`src/logic/lfw_regs.svh`:
```
`ifndef LFW_REGS_SVH
`define LFW_REGS_SVH

// ----------------------------------------------------------------------
// Clock and timing figures
// ----------------------------------------------------------------------
`define LFW_CLK_MHZ 40
`define LFW_T_SG_MIN_NS 124000
`define LFW_T_SG_MAX_NS 2030000
`define LFW_T_SGB_MIN_NS 256000
`define LFW_T_SB_MIN_NS 593000
`define LFW_T_SBG_MAX_NS 1015000
`define LFW_T_HALFBIT_NS 128000
// Least times round up and longest times round down to whole cycles.
`define LFW_CYC_UP(ns) ((((ns) * `LFW_CLK_MHZ) + 999) / 1000)
`define LFW_CYC_DN(ns) (((ns) * `LFW_CLK_MHZ) / 1000)
`define LFW_CNT_W 18

// ----------------------------------------------------------------------
// Register offsets
// ----------------------------------------------------------------------
`define LFW_OFS_CTRL 3'h0
`define LFW_OFS_IMASK 3'h1
`define LFW_OFS_FLAGS 3'h2
`define LFW_OFS_HDRCMP 3'h3
`define LFW_OFS_IDH 3'h4
`define LFW_OFS_IDL 3'h5
`define LFW_OFS_RXDATA 3'h6
`define LFW_OFS_STATUS 3'h7

// ----------------------------------------------------------------------
// Field positions and reset values
// ----------------------------------------------------------------------
`define LFW_CTRL_EN 0
`define LFW_CTRL_PAT_LO 1
`define LFW_CTRL_BURST 3
`define LFW_CTRL_SBRST 4
`define LFW_FLG_WAKE 0
`define LFW_FLG_FRAME 1
`define LFW_FLG_EOD 2
`define LFW_PAT_MODE1 2'h0
`define LFW_PAT_HDR 2'h1
`define LFW_PAT_HDRID 2'h2
`define LFW_PAT_TRANSP 2'h3
`define LFW_HDR_BITS 7
`define LFW_ID_BITS 16
`define LFW_FRAME_BITS 8
`define LFW_RST_BYTE 8'h00

`endif

```
`src/logic/lfw_pkg.sv`:
```
package lfw_pkg;

	// Sequencer states.
	typedef enum logic [3:0] {
		ST_STANDBY,
		ST_PRE,
		ST_PGAP,
		ST_SB,
		ST_GAP,
		ST_SYNC,
		ST_HDR,
		ST_IDENT,
		ST_DATA,
		ST_TRANSP
	} lfw_state_t;

	// Software control bits.
	typedef struct packed {
		logic burst;
		logic [1:0] pattern;
		logic en;
	} lfw_ctrl_t;

	// Sticky event flags and their masks share one layout.
	typedef struct packed {
		logic eod;
		logic frame;
		logic wake;
	} lfw_flags_t;

endpackage

```
`src/logic/lfw_manchester.sv`:
```
`timescale 1ns/1ps

// ----------------------------------------------------------------------
// Manchester bit recovery, rising mid-bit edge means one
// ----------------------------------------------------------------------
module lfw_manchester #(
	parameter int HALF = 5120
) (
	input wire logic clk,
	input wire logic nrst,
	input wire logic start,
	input wire logic run,
	input wire logic env,
	output logic bitStb,
	output logic bitVal,
	output logic stall
);
	import lfw_pkg::*;

	localparam logic [17:0] EDGE_MIN = 18'((3 * HALF) / 2);
	localparam logic [17:0] LOST = 18'(3 * HALF);

	logic [17:0] t_r, t_nxt;
	logic prev_r, prev_nxt;
	logic live_r, live_nxt;
	logic stb_r, stb_nxt;
	logic val_r, val_nxt;
	logic stall_r, stall_nxt;

	// Edges closer than three quarters of a bit to the last mid-bit edge
	// are boundary edges and carry no data.
	always_comb begin
		t_nxt = t_r;
		prev_nxt = env;
		live_nxt = live_r;
		stb_nxt = 1'b0;
		val_nxt = val_r;
		stall_nxt = 1'b0;
		if (start) begin
			t_nxt = 18'h00000;
			live_nxt = 1'b1;
		end else if (!run) begin
			live_nxt = 1'b0;
		end else if (live_r) begin
			if (env != prev_r && t_r >= EDGE_MIN) begin
				stb_nxt = 1'b1;
				val_nxt = env;
				t_nxt = 18'h00000;
			end else if (t_r > LOST) begin
				// Stalling once keeps the end report a single pulse.
				stall_nxt = 1'b1;
				live_nxt = 1'b0;
			end else begin
				t_nxt = t_r + 18'h00001;
			end
		end
	end

	// State registers.
	always_ff @(posedge clk or negedge nrst) begin
		if (!nrst) begin
			t_r <= 18'h00000;
			prev_r <= 1'b0;
			live_r <= 1'b0;
			stb_r <= 1'b0;
			val_r <= 1'b0;
			stall_r <= 1'b0;
		end else begin
			t_r <= t_nxt;
			prev_r <= prev_nxt;
			live_r <= live_nxt;
			stb_r <= stb_nxt;
			val_r <= val_nxt;
			stall_r <= stall_nxt;
		end
	end

	assign bitStb = stb_r;
	assign bitVal = val_r;
	assign stall = stall_r;

endmodule

```
`src/logic/lfw_wakeup_decoder.sv`:
```
// Behaviour
// - Pattern 01, continuous: preamble, valid start gap, sync on burst fall.
// - Header modes: seven Manchester header bits; pattern 01 sets wake flag at last bit.
// - Pattern 10, continuous: header then sixteen-bit identifier before wake.
// - After wake, data arrives as byte frames, each raising frame flag.
// - Invalid start, header, identifier or gap over 2.03 ms returns standby.
// - Clearing receiver enable forces standby like a timeout.
// - Burst mode, pattern 01: start burst, gap, sync burst, header.
// - Burst mode, pattern 10: header plus identifier before wake.
// - Pattern 11 bypasses decoding, presents demodulated data for capture.
// - Transparent entry starts slow oscillator and gives first capture.
// - Received header is checked against the header compare value.
// - End-of-data flag on bit error, correct end or timeout.
//
// Chosen here: the register addresses and strobed register access.
`timescale 1ns/1ps
`include "lfw_regs.svh"

module lfw_wakeup_decoder #(
	parameter int SG_MIN = `LFW_CYC_UP(`LFW_T_SG_MIN_NS),
	parameter int SG_MAX = `LFW_CYC_DN(`LFW_T_SG_MAX_NS),
	parameter int SGB_MIN = `LFW_CYC_UP(`LFW_T_SGB_MIN_NS),
	parameter int SB_MIN = `LFW_CYC_UP(`LFW_T_SB_MIN_NS),
	parameter int SBG_MAX = `LFW_CYC_DN(`LFW_T_SBG_MAX_NS),
	parameter int HALF_BIT = `LFW_CYC_UP(`LFW_T_HALFBIT_NS)
) (
	input wire logic clk,
	input wire logic nrst,
	input wire logic [2:0] addr,
	input wire logic [7:0] wrData,
	input wire logic wrStb,
	input wire logic rdStb,
	output logic [7:0] rdData,
	input wire logic envPin,
	input wire logic preamblePin,
	output logic wakeIrq,
	output logic frameIrq,
	output logic eodIrq,
	output logic demodDataOut,
	output logic captureEvent,
	output logic oscRun
);
	import lfw_pkg::*;

	localparam logic [17:0] C_SG_MIN = 18'(SG_MIN);
	localparam logic [17:0] C_SG_MAX = 18'(SG_MAX);
	localparam logic [17:0] C_SGB_MIN = 18'(SGB_MIN);
	localparam logic [17:0] C_SB_MIN = 18'(SB_MIN);
	localparam logic [17:0] C_SBG_MAX = 18'(SBG_MAX);

	// ------------------------------------------------------------------
	// Pin synchronisers
	// ------------------------------------------------------------------
	logic envS1_r, envS2_r, preS1_r, preS2_r, envPrev_r;

	// Both pins come from the analogue front end, outside this clock.
	always_ff @(posedge clk or negedge nrst) begin
		if (!nrst) begin
			envS1_r <= 1'b0;
			envS2_r <= 1'b0;
			preS1_r <= 1'b0;
			preS2_r <= 1'b0;
			envPrev_r <= 1'b0;
		end else begin
			envS1_r <= envPin;
			envS2_r <= envS1_r;
			preS1_r <= preamblePin;
			preS2_r <= preS1_r;
			envPrev_r <= envS2_r;
		end
	end

	logic env, envRise, envFall;
	assign env = envS2_r;
	assign envRise = env & ~envPrev_r;
	assign envFall = ~env & envPrev_r;

	// ------------------------------------------------------------------
	// Register file
	// ------------------------------------------------------------------
	lfw_ctrl_t ctrl_r, ctrl_nxt;
	lfw_flags_t mask_r, mask_nxt, flags_r, flags_nxt, flagSet;
	logic [6:0] hdrCmp_r, hdrCmp_nxt;
	logic [15:0] idCmp_r, idCmp_nxt;
	logic [7:0] rxData_r, rxData_nxt, rdData_r, rdData_nxt;
	logic [7:0] rxLoad;
	logic rxLoadStb, sbReset;
	lfw_state_t state_r, state_nxt;

	function automatic logic wrHit(input logic [2:0] a, input logic [2:0] o,
		input logic s);
		wrHit = s && (a == o);
	endfunction

	// Writes store fields; the flag register clears by writing ones, and a
	// hardware set in the same cycle wins over the clear.
	always_comb begin
		ctrl_nxt = ctrl_r;
		mask_nxt = mask_r;
		hdrCmp_nxt = hdrCmp_r;
		idCmp_nxt = idCmp_r;
		sbReset = 1'b0;
		flags_nxt = flags_r;
		rxData_nxt = rxLoadStb ? rxLoad : rxData_r;
		if (wrHit(addr, `LFW_OFS_CTRL, wrStb)) begin
			ctrl_nxt = lfw_ctrl_t'(wrData[3:0]);
			sbReset = wrData[`LFW_CTRL_SBRST];
		end
		if (wrHit(addr, `LFW_OFS_IMASK, wrStb))
			mask_nxt = lfw_flags_t'(wrData[2:0]);
		if (wrHit(addr, `LFW_OFS_HDRCMP, wrStb))
			hdrCmp_nxt = wrData[6:0];
		if (wrHit(addr, `LFW_OFS_IDH, wrStb))
			idCmp_nxt[15:8] = wrData;
		if (wrHit(addr, `LFW_OFS_IDL, wrStb))
			idCmp_nxt[7:0] = wrData;
		if (wrHit(addr, `LFW_OFS_FLAGS, wrStb))
			flags_nxt = flags_r & ~lfw_flags_t'(wrData[2:0]);
		flags_nxt = flags_nxt | flagSet;
	end

	// Read data stand for exactly the cycle after the read strobe.
	always_comb begin
		rdData_nxt = `LFW_RST_BYTE;
		if (rdStb) begin
			unique case (addr)
				`LFW_OFS_CTRL: rdData_nxt = {4'h0, ctrl_r};
				`LFW_OFS_IMASK: rdData_nxt = {5'h00, mask_r};
				`LFW_OFS_FLAGS: rdData_nxt = {5'h00, flags_r};
				`LFW_OFS_HDRCMP: rdData_nxt = {1'b0, hdrCmp_r};
				`LFW_OFS_IDH: rdData_nxt = idCmp_r[15:8];
				`LFW_OFS_IDL: rdData_nxt = idCmp_r[7:0];
				`LFW_OFS_RXDATA: rdData_nxt = rxData_r;
				`LFW_OFS_STATUS: rdData_nxt = {4'h0, state_r};
			endcase
		end
	end

	// Register file state.
	always_ff @(posedge clk or negedge nrst) begin
		if (!nrst) begin
			ctrl_r <= lfw_ctrl_t'(4'h0);
			mask_r <= lfw_flags_t'(3'h0);
			flags_r <= lfw_flags_t'(3'h0);
			hdrCmp_r <= 7'h00;
			idCmp_r <= 16'h0000;
			rxData_r <= `LFW_RST_BYTE;
			rdData_r <= `LFW_RST_BYTE;
		end else begin
			ctrl_r <= ctrl_nxt;
			mask_r <= mask_nxt;
			flags_r <= flags_nxt;
			hdrCmp_r <= hdrCmp_nxt;
			idCmp_r <= idCmp_nxt;
			rxData_r <= rxData_nxt;
			rdData_r <= rdData_nxt;
		end
	end

	// ------------------------------------------------------------------
	// Bit recovery
	// ------------------------------------------------------------------
	logic decStart, decRun, bitStb, bitVal, stall;

	lfw_manchester #(
		.HALF(HALF_BIT)
	) u_bits (
		.clk(clk),
		.nrst(nrst),
		.start(decStart),
		.run(decRun),
		.env(env),
		.bitStb(bitStb),
		.bitVal(bitVal),
		.stall(stall)
	);

	// ------------------------------------------------------------------
	// Wake-up sequencer
	// ------------------------------------------------------------------
	logic [17:0] cnt_r, cnt_nxt, gap_r, gap_nxt;
	logic [15:0] sh_r, sh_nxt;
	logic [4:0] bits_r, bits_nxt;
	logic longGap_r, longGap_nxt;
	logic capPulse, gapTo;
	logic [17:0] gapMax;

	assign gapMax = longGap_r ? C_SG_MAX : C_SBG_MAX;
	assign decRun = (state_r == ST_HDR) || (state_r == ST_IDENT) ||
		(state_r == ST_DATA);
	assign gapTo = decRun && (gap_r > C_SG_MAX);

	// Every phase after the preamble up to the sync fall is timed by one counter that restarts at each phase change.
	// A single counter keeps area small but means a phase only sees the
	// edge that ends it, so glitches inside a burst end that burst early.
	always_comb begin
		state_nxt = state_r;
		cnt_nxt = (cnt_r == 18'h3ffff) ? cnt_r : cnt_r + 18'h00001;
		gap_nxt = (env != envPrev_r) ? 18'h00000 : gap_r + 18'h00001;
		sh_nxt = sh_r;
		bits_nxt = bits_r;
		longGap_nxt = longGap_r;
		decStart = 1'b0;
		flagSet = lfw_flags_t'(3'h0);
		rxLoad = {sh_r[6:0], bitVal};
		rxLoadStb = 1'b0;
		capPulse = 1'b0;
		if (!decRun)
			gap_nxt = 18'h00000;
		unique case (state_r)
			ST_STANDBY: begin
				cnt_nxt = 18'h00000;
				if (ctrl_r.en && preS2_r) begin
					if (ctrl_r.pattern == `LFW_PAT_TRANSP) begin
						state_nxt = ST_TRANSP;
						capPulse = 1'b1;
					end else begin
						state_nxt = ST_PRE;
					end
				end
			end
			ST_PRE: begin
				cnt_nxt = 18'h00000;
				if (!env) begin
					longGap_nxt = !ctrl_r.burst;
					state_nxt = ctrl_r.burst ? ST_PGAP : ST_GAP;
				end
			end
			ST_PGAP: begin
				if (env) begin
					cnt_nxt = 18'h00000;
					state_nxt = ST_SB;
				end else if (cnt_r > C_SG_MAX) begin
					state_nxt = ST_STANDBY;
				end
			end
			ST_SB: begin
				if (envFall) begin
					cnt_nxt = 18'h00000;
					if (cnt_r >= C_SB_MIN && cnt_r <= C_SG_MAX)
						state_nxt = ST_GAP;
					else
						state_nxt = ST_STANDBY;
				end else if (cnt_r > C_SG_MAX) begin
					state_nxt = ST_STANDBY;
				end
			end
			ST_GAP: begin
				if (envRise) begin
					cnt_nxt = 18'h00000;
					if (cnt_r < C_SG_MIN || cnt_r > gapMax) begin
						state_nxt = ST_STANDBY;
					end else if (ctrl_r.pattern == `LFW_PAT_MODE1) begin
						flagSet.wake = 1'b1;
						decStart = 1'b1;
						bits_nxt = 5'h00;
						state_nxt = ST_DATA;
					end else begin
						state_nxt = ST_SYNC;
					end
				end else if (cnt_r > gapMax) begin
					state_nxt = ST_STANDBY;
				end
			end
			ST_SYNC: begin
				if (envFall) begin
					if (cnt_r >= C_SGB_MIN && cnt_r <= C_SG_MAX) begin
						decStart = 1'b1;
						bits_nxt = 5'h00;
						state_nxt = ST_HDR;
					end else begin
						state_nxt = ST_STANDBY;
					end
				end else if (cnt_r > C_SG_MAX) begin
					state_nxt = ST_STANDBY;
				end
			end
			ST_HDR: begin
				if (stall || gapTo) begin
					state_nxt = ST_STANDBY;
				end else if (bitStb) begin
					sh_nxt = {sh_r[14:0], bitVal};
					bits_nxt = bits_r + 5'h01;
					if (bits_r == 5'(`LFW_HDR_BITS - 1)) begin
						bits_nxt = 5'h00;
						if ({sh_r[5:0], bitVal} != hdrCmp_r) begin
							state_nxt = ST_STANDBY;
						end else if (ctrl_r.pattern == `LFW_PAT_HDRID) begin
							state_nxt = ST_IDENT;
						end else begin
							flagSet.wake = 1'b1;
							state_nxt = ST_DATA;
						end
					end
				end
			end
			ST_IDENT: begin
				if (stall || gapTo) begin
					state_nxt = ST_STANDBY;
				end else if (bitStb) begin
					sh_nxt = {sh_r[14:0], bitVal};
					bits_nxt = bits_r + 5'h01;
					if (bits_r == 5'(`LFW_ID_BITS - 1)) begin
						bits_nxt = 5'h00;
						if ({sh_r[14:0], bitVal} == idCmp_r) begin
							flagSet.wake = 1'b1;
							state_nxt = ST_DATA;
						end else begin
							state_nxt = ST_STANDBY;
						end
					end
				end
			end
			ST_DATA: begin
				if (stall || gapTo) begin
					flagSet.eod = 1'b1;
					state_nxt = ST_STANDBY;
				end else if (bitStb) begin
					sh_nxt = {sh_r[14:0], bitVal};
					bits_nxt = bits_r + 5'h01;
					if (bits_r == 5'(`LFW_FRAME_BITS - 1)) begin
						bits_nxt = 5'h00;
						rxLoadStb = 1'b1;
						flagSet.frame = 1'b1;
					end
				end
			end
			ST_TRANSP: begin
				// The receiver never leaves on its own here.
				capPulse = (env != envPrev_r);
				if (sbReset)
					state_nxt = ST_STANDBY;
			end
		endcase
		if (!ctrl_r.en)
			state_nxt = ST_STANDBY;
	end

	// Sequencer state and registered outputs.
	always_ff @(posedge clk or negedge nrst) begin
		if (!nrst) begin
			state_r <= ST_STANDBY;
			cnt_r <= 18'h00000;
			gap_r <= 18'h00000;
			sh_r <= 16'h0000;
			bits_r <= 5'h00;
			longGap_r <= 1'b0;
			wakeIrq <= 1'b0;
			frameIrq <= 1'b0;
			eodIrq <= 1'b0;
			demodDataOut <= 1'b0;
			captureEvent <= 1'b0;
			oscRun <= 1'b0;
		end else begin
			state_r <= state_nxt;
			cnt_r <= cnt_nxt;
			gap_r <= gap_nxt;
			sh_r <= sh_nxt;
			bits_r <= bits_nxt;
			longGap_r <= longGap_nxt;
			wakeIrq <= flags_nxt.wake & mask_nxt.wake;
			frameIrq <= flags_nxt.frame & mask_nxt.frame;
			eodIrq <= flags_nxt.eod & mask_nxt.eod;
			demodDataOut <= (state_nxt == ST_TRANSP) & env;
			// A capture on the leaving edge would fall outside the mode.
			captureEvent <= capPulse & (state_nxt == ST_TRANSP);
			oscRun <= (state_nxt == ST_TRANSP);
		end
	end

	assign rdData = rdData_r;

endmodule

```
`config.mk`:
```
export PLATFORM = sky130hd
export DESIGN_NAME = lfw_wakeup_decoder
export DESIGN_NICKNAME = d
export VERILOG_FILES = /design/src/logic/lfw_pkg.sv /design/src/logic/lfw_manchester.sv /design/src/logic/lfw_wakeup_decoder.sv
export VERILOG_INCLUDE_DIRS = /design/src /design/src/logic
export SDC_FILE = /design/constraint.sdc
export NUM_CORES = 1
export LEC_CHECK = 0
export ABC_AREA = 1
export BUFFER_PORTS_ARGS = -buffer_cell sky130_fd_sc_hd__buf_2
export CORE_ASPECT_RATIO = 1.5
export CORE_MARGIN = 2
export CORE_UTILIZATION = 60
export CTS_CLUSTER_DIAMETER = 40
export DETAILED_ROUTE_END_ITERATION = 16
export PLACE_DENSITY_LB_ADDON = 0.1
export REMOVE_ABC_BUFFERS = 1
export SLEW_MARGIN = 30
export SYNTH_ARGS = -nofsm -noshare
export SYNTH_HDL_FRONTEND = slang
export SYNTH_SLANG_ARGS = --single-unit
```
`constraint.sdc`:
```
create_clock -name clk -period 2.13 [get_ports clk]
set_input_delay 0 -clock clk [delete_from_list [all_inputs] [get_ports clk]]
set_output_delay 0 -clock clk [all_outputs]
set_load 0.005 [all_outputs]
```
==> impl_metrics.csv, run 1 <==
group,metric,value,unit
outcome,status,"complete, but fails checks",
outcome,violations,"setup timing",
power_and_ir_drop,peakVddDrop,0.5273,mV
routing,routedWlPerCell,16.61,um
cts,insertion_delay,0.42,ns
cts,htree_num_levels,4,
timing,worst_slack,-0.007595,ns
critical_path,crit_fanout,3,
cts,cts_sinks,143,
placement,finalWeightedCongestion,0.9918,
die,die_h,145.7,um
critical_path,crit_chain,"ha_2 -> nand2_2 -> nor2_4 -> ha_2 -> nand2_2 -> nor2_1 -> nand3_1 -> nor2_1 -> nand3_1 -> nand2_1 -> nand3_2 -> nand3_2 -> nand2_2 -> inv_2 -> nand2_4 -> nor3_2",
critical_path,cpPeakStageDelay,0.36,ns
logic_synthesis,ys_seq_area_share,44.53,%
routing,wirelength,22700,um
timing,max_freq,0.4678,GHz
timing,fin_crit,2.138,ns
routing,drc,0,
timing,clock_skew,0.01397,ns
placement,dpl.cell_count,1310,
global_route,grt.busiest_layer,"met2",
die,num_io_pins,31,
logic_synthesis,netlist_area,8036,um2
logic_synthesis,synthArstFlopShare,100.0,%
run,drv_cap,0,
power_and_ir_drop,leakage,4.725,nW
global_route,track_usage,31.80,%
power_and_ir_drop,total_power,8.360,mW
logic_synthesis,synthDistinctLibCells,47,
logic_synthesis,syn_avg_cell_area,7.359,um2
die,die_area,14360,um2
timing,setup_viol,1,
critical_path,crit_slowest_cell,"dfrtp_1",
global_route,grtUsageMet3,5.091,%
timing,period_share,100.4,%
die,core_area,13020,um2
critical_path,path_common_cell,"nand2_2",
cts,cts_buffers,17,
placement,hpwl,16330,um
layout,utilization,75.39,%
routing,first_iter_violations,504,
logic_synthesis,ys.flop_type,"dfrtp_1",
routing,viasPerCell,5.675,
critical_path,cp.required,2.46,ns
global_route,met1_usage,35.69,%
layout,final_cells,1367,
layout,num_antenna_cells,0,
die,row_count,51,
global_route,use_met2,56.53,%
global_route,grt_first_pass_wirelength,36340,um
timing,finalMaxSlewViolations,0,
global_route,overflow,0,
critical_path,cp_data_arrival_time,2.47,ns
critical_path,r2r_setup_slack,-0.008,ns
die,start_util,61.74,%
placement,placed_area,8673,um2
power_and_ir_drop,p_int,5.416,mW
min_path,min_path_type,"input pin to flip-flop",
global_route,grt_max_degree,70,
logic_synthesis,synth-edff-count,0,
logic_synthesis,postSynthCellCount,1092,
logic_synthesis,ys_warn_count,0,
placement,numPortBuffers,30,
timing,hold_viol_final,0,
power_and_ir_drop,p_clk_share,35.5,%
routing,vias,7758,
layout,drive_above_1_share,17.55,%
timing,rsz0062_at_grt,"yes",
critical_path,start_kind,"flip-flop",
routing,firstDrtPassIters,5,
logic_synthesis,ys_ff_latch,143,
layout,nNetsFinal,1232,
cts,root_buffer,"clkbuf_16",
cts,cts_buffer_depth,2,
critical_path,critPathKind,"flip-flop to flip-flop",
cts,path_clk_slew,0.06,ns
layout,areaGrowthSynthToFinish,22.12,%
global_route,antenna_found_initial,0,
cts,cts_tree,"done",
routing,ant_nets,0,
power_and_ir_drop,p_switching,2.944,mW
layout,fin_area,9814,um2
timing,worstMarginPinSlew,0.6412,ns
die,die_x,98.50,um
timing,slew_headroom,57.25,%
power_and_ir_drop,pwr-share-seq,38.0,%
critical_path,cp-end-kind,"flip-flop",
power_and_ir_drop,p_comb_share,26.5,%
global_route,first_global_vias,7573,
power_and_ir_drop,power.density,851.8,nW/um2
power_and_ir_drop,switching_share,35.22,%
per-stage QoR:
stage | hold slack (ns) | worst slack, ns | TNS (ns)
floorplan | -0.2956 | 0.06559 | 0
global placement | 0.04312 | 0.01786 | 0
detailed placement | 0.04765 | -0.04981 | -0.2423
CTS | 0.007214 | 0.006540 | 0
global route | 0.02505 | -0.1744 | -1.446
finish | 0.03778 | -0.007595 | -0.007595
area by class of cell:
cell class	count	area (um2)
Fill cell	1016	3203
Multi-Input combinational cell	765	4033
Clock buffer	18	439.2
Clock inverter	14	146.4
Tap cell	159	198.9
Sequential cell	143	3586
Timing Repair Buffer	95	750.7
Inverter	173	660.6
kinds of logic (layout without fill, tap and decap cells):
kind of cell	count (synthesis)	after routing	share of synthesized area, %
compound gates	179	179	12.86
xor+xnor	12	12	1.308
fa+ha+maj	20	20	3.114
buf+inv	184	300	8.781
flops	143	143	44.53
simple gates	554	554	29.41
Yosys cell counts (all sizes together) (2+ instances only):
library cell,instances,area share [%]
o211ai,2,0.19
and3,2,0.16
nand3b,2,0.19
inv,171,8.0
o21a,2,0.19
nand4,20,1.8
nor4,3,0.23
a211oi,9,0.90
a221oi,8,0.87
dfrtp,143,45
o21ai,96,6.0
nand2,312,15
o32ai,3,0.33
clkinv,2,0.093
o2111ai,2,0.22
ha,20,3.1
nor3b,2,0.19
xor2,6,0.65
xnor2,6,0.65
nand3,55,3.5
o22ai,5,0.39
nor3,33,2.2
a21oi,39,2.6
a31oi,7,0.54
clkbuf,3,0.14
buf,8,0.56
nor2,124,6.1
flip-flops by register name, indices dropped and copies added (netlist names), 3 cells and up:
signal / flops
bits_r: 5
cnt_r: 18
ctrl_r: 4
flags_r: 3
gap_r: 18
hdrCmp_r: 7
idCmp_r: 16
mask_r: 3
rdData: 8
rxData_r: 8
sh_r: 15
state_r: 4
u_bits.t_r: 18
cells in the final DEF (no fill, tap or decap), types with 4 or more instances in the layout:
cell type / count
clkinvlp_4: 5
inv_1: 159
o21ai_0: 84
a221oi_1: 8
o21ai_1: 11
nand2_1: 288
a21oi_1: 35
o22ai_1: 5
clkbuf_16: 19
nand3_1: 45
dfrtp_1: 137
nor2_1: 106
buf_4: 47
buf_2: 29
ha_1: 13
a31oi_1: 7
nand2_2: 15
nand3_2: 10
nor3_2: 9
nor3_1: 24
xor2_1: 6
ha_4: 4
inv_6: 7
xnor2_1: 6
dfrtp_2: 6
dlygate4sd3_1: 12
nor2_4: 6
nand4_1: 18
nor2_2: 12
inv_2: 10
nand2_4: 9
a211oi_1: 8
per-layer routing:
metal / wire length, um / up-vias / part of all wire (%)
met4: 1503 / 0 / 6.6
li1: - / 3741 / -
met2: 11940 / 271 / 53
met5: 0 / - / 0
met1: 8319 / 3648 / 37
met3: 935 / 98 / 4.1
final timing paths:
kind / cells past startpoint / startpoint / end
max: 16 / bits_r[0] / captureEvent
min: 5 / wrStb / ctrl_r[3]
max reg2reg: 16 / bits_r[0] / captureEvent
min reg2reg: 0 / preS1_r / preS2_r
max in group asynchronous: 3 / nrst / rdData[1]
min in group asynchronous: 2 / nrst / cnt_r[10]
what timing repair did:
item | 4_1_cts | 5_1_grt
endpoints found under the hold margin | 101 | 0
setup endpoints to repair | 8 | 65
resized for setup | 4 | 77
buffers inserted | 1 | 10
pin swaps | 0 | 34
hold buffers | 12 | 0
gates cloned | 0 | 2
critical path: cells and delay by family, from the launching register on:
kind / cells / cell delay, ns
fa+ha+maj: 2 / 0.41
buf+inv: 1 / 0.08
flops: 1 / 0.36
simple gates: 13 / 1.22
power by group through the flow:
stage	combinational (mW)	sequential [mW]	clock, mW
finish	2.22	3.18	2.97
global route	2.49	3.19	3.12
CTS	1.92	3.15	2.99
detailed placement	1.87	3.20	0
global placement	1.85	3.19	0
floorplan	1.23	3.15	0
Note: power is estimated with default switching activity, not from simulation.
==> run 2, diff against run 1 <==
- CORE_UTILIZATION: 60 -> 41
==> run 2 against run 1 <==
  * The flow now finishes without violations
  * Register-to-register slack gained 0.08 ns
  * Via count decreased by 5.1%
  * Cell count up 7.5%
  * Total power decreased by 1.5%
  * Maximum frequency is 3.7% higher
  * Routed wire length is 0.50% higher
  * Core utilization shrank 24 points
  * Critical endpoint is now demodDataOut
==> impl_metrics.csv, run 2 (same netlist as run 1, synthesis figures left out) <==
group,metric,value,unit
power_and_ir_drop,peakVddDrop,0.6646,mV
cts,cts_buffer_depth,2,
layout,reg.largest.list,"cnt_r: 18 flops, gap_r: 18 flops, u_bits.t_r: 18 flops",
global_route,grt_first_pass_wirelength,36870,um
die,core_area,19160,um2
critical_path,cpPeakStageDelay,0.51,ns
routing,routedWlPerCell,15.53,um
critical_path,crit_slowest_cell,"dfrtp_1",
routing,wirelength,22820,um
layout,nNetsFinal,1237,
placement,hpwl,17380,um
placement,finalWeightedCongestion,0.9348,
critical_path,cp_num_buf_inv,2,
timing,period_share,96.78,%
routing,vias,7365,
cts,root_buffer,"clkbuf_16",
timing,finalMaxSlewViolations,0,
timing,worstMarginPinSlew,0.5992,ns
critical_path,cp_top_family,"simple AND/OR/NAND/NOR gates",
die,die_area,20760,um2
cts,htree_num_levels,4,
power_and_ir_drop,leakage,4.727,nW
layout,mostFrequentLayoutCells,"nand2_1 (288), inv_1 (161), dfrtp_1 (139), nor2_1 (107), o21ai_0 (85)",
timing,hold_viol_final,0,
die,die_h,175.5,um
cts,cts_sinks,143,
cts,insertion_delay,0.43,ns
layout,fill_cells,1931,
timing,rsz0062_at_grt,"yes",
global_route,antenna_found_initial,0,
run,drv_cap,0,
routing,ant_nets,0,
die,start_util,41.94,%
critical_path,crit_fanout,7,
critical_path,start_kind,"flip-flop",
critical_path,crit_chain,"nor2_1 -> buf_4 -> nand2_1 -> nand2_1 -> inv_1 -> o21ai_0 -> a21oi_1 -> nand2_1 -> nor2_1 -> nand2_2 -> nand2_2 -> nand2_4 -> nor3_2",
critical_path,cp.required,2.48,ns
critical_path,cp_data_arrival_time,2.41,ns
layout,final_common_cell,"nand2_1",
routing,first_iter_violations,388,
layout,drive_above_1_share,16.74,%
layout,areaGrowthSynthToFinish,22.72,%
power_and_ir_drop,power.density,835.1,nW/um2
die,num_io_pins,31,
timing,fin_crit,2.061,ns
critical_path,critPathKind,"flip-flop to flip-flop",
timing,clock_skew,0.01310,ns
cts,path_clk_slew,0.06,ns
timing,slew_headroom,59.96,%
placement,numPortBuffers,30,
placement,placed_area,8847,um2
routing,firstDrtPassIters,5,
die,die_x,118.3,um
layout,fin_area,9862,um2
global_route,grt_max_degree,49,
global_route,track_usage,22.77,%
timing,max_freq,0.4851,GHz
layout,num_antenna_cells,0,
critical_path,cp-end-kind,"flip-flop",
cts,cts_buffers,17,
global_route,first_global_vias,7391,
power_and_ir_drop,total_power,8.236,mW
min_path,min_path_type,"input pin to flip-flop",
routing,viasPerCell,5.014,
routing,drc,0,
cts,cts_tree,"done",
outcome,status,"finished clean",
critical_path,path_common_cell,"nand2_1",
die,row_count,62,
global_route,overflow,0,
timing,setup_viol,0,
## run 2: path summary, 6_finish.rpt
check | from | endpoint | slack (ns) | depth (start not counted)
worst max-delay path | state_r[2] | demodDataOut | 0.07 | 13
worst min-delay path | wrStb | ctrl_r[0] | 0.02 | 5
worst max register to register | state_r[2] | demodDataOut | 0.07 | 13
worst min register to register | envS1_r | env | 0.35 | 0
max in group asynchronous | nrst | idCmp_r[4] | 1.36 | 3
min in group asynchronous | nrst | u_bits.t_r[2] | 0.09 | 2
## run 2: final cells by class
cell class	count	area (um2)	share of cell area, %
tap	256	320.3	3.248
inverter	173	658.1	6.673
timing repair buffer	99	780.7	7.917
sequential	143	3583	36.34
timing repair inverter	1	5.005	0.05075
multi-input combinational	765	3949	40.04
clock inverter	12	108.9	1.104
clock buffer	20	456.7	4.631
## run 2: through the flow
stage	setup WS [ns]	std cells	setup TNS (ns)	utilization (%)	hold WS [ns]
after global routing	-0.09267	1469	-0.4982	51.47	0.04828
after CTS	0.005563	1462	0	50.02	0.003349
after floorplan	0.06559	1081	0	-	-0.2956
final	0.06853	1469	0	51.47	0.02076
after detailed placement	-0.05695	1414	-0.2839	46.17	-0.02464
after global placement	0.02848	1414	0	46.17	-0.02789
## run 2: metal layers
metal  vias to the layer above  global-route usage [%]  routed length, um
met2                       143                   42.05              12140
met3                        60                   3.474                520
met4                         0                   12.40               1024
li1                       3736                       -                  -
met5                         -                       0                  0
met1                      3426                   24.74               9128
## run 2: repair_timing
| item | 4_1_cts | 5_1_grt |
|---|---|---|
| hold buffers | 14 | 0 |
| setup buffers | 2 | 5 |
| hold endpoints to repair | 177 | 0 |
| endpoints found under the setup margin | 19 | 43 |
| pin swaps | 0 | 24 |
| cloned | 0 | 2 |
| gates resized for setup | 4 | 57 |
## run 2: power by group
group	leakage (nW)	internal, mW	switching [mW]
combinational	2.54	0.803	1.39
clock	0.265	1.67	1.20
sequential	1.92	2.94	0.232
## run 2: worst register-to-register path: cells and delay by family, from the launching register on
kind / cells / cell delay [ns]
DFF: 1 / 0.51
buffers and inverters: 2 / 0.27
AOI/OAI and AO/OA: 2 / 0.28
and+or+nand+nor: 9 / 0.92
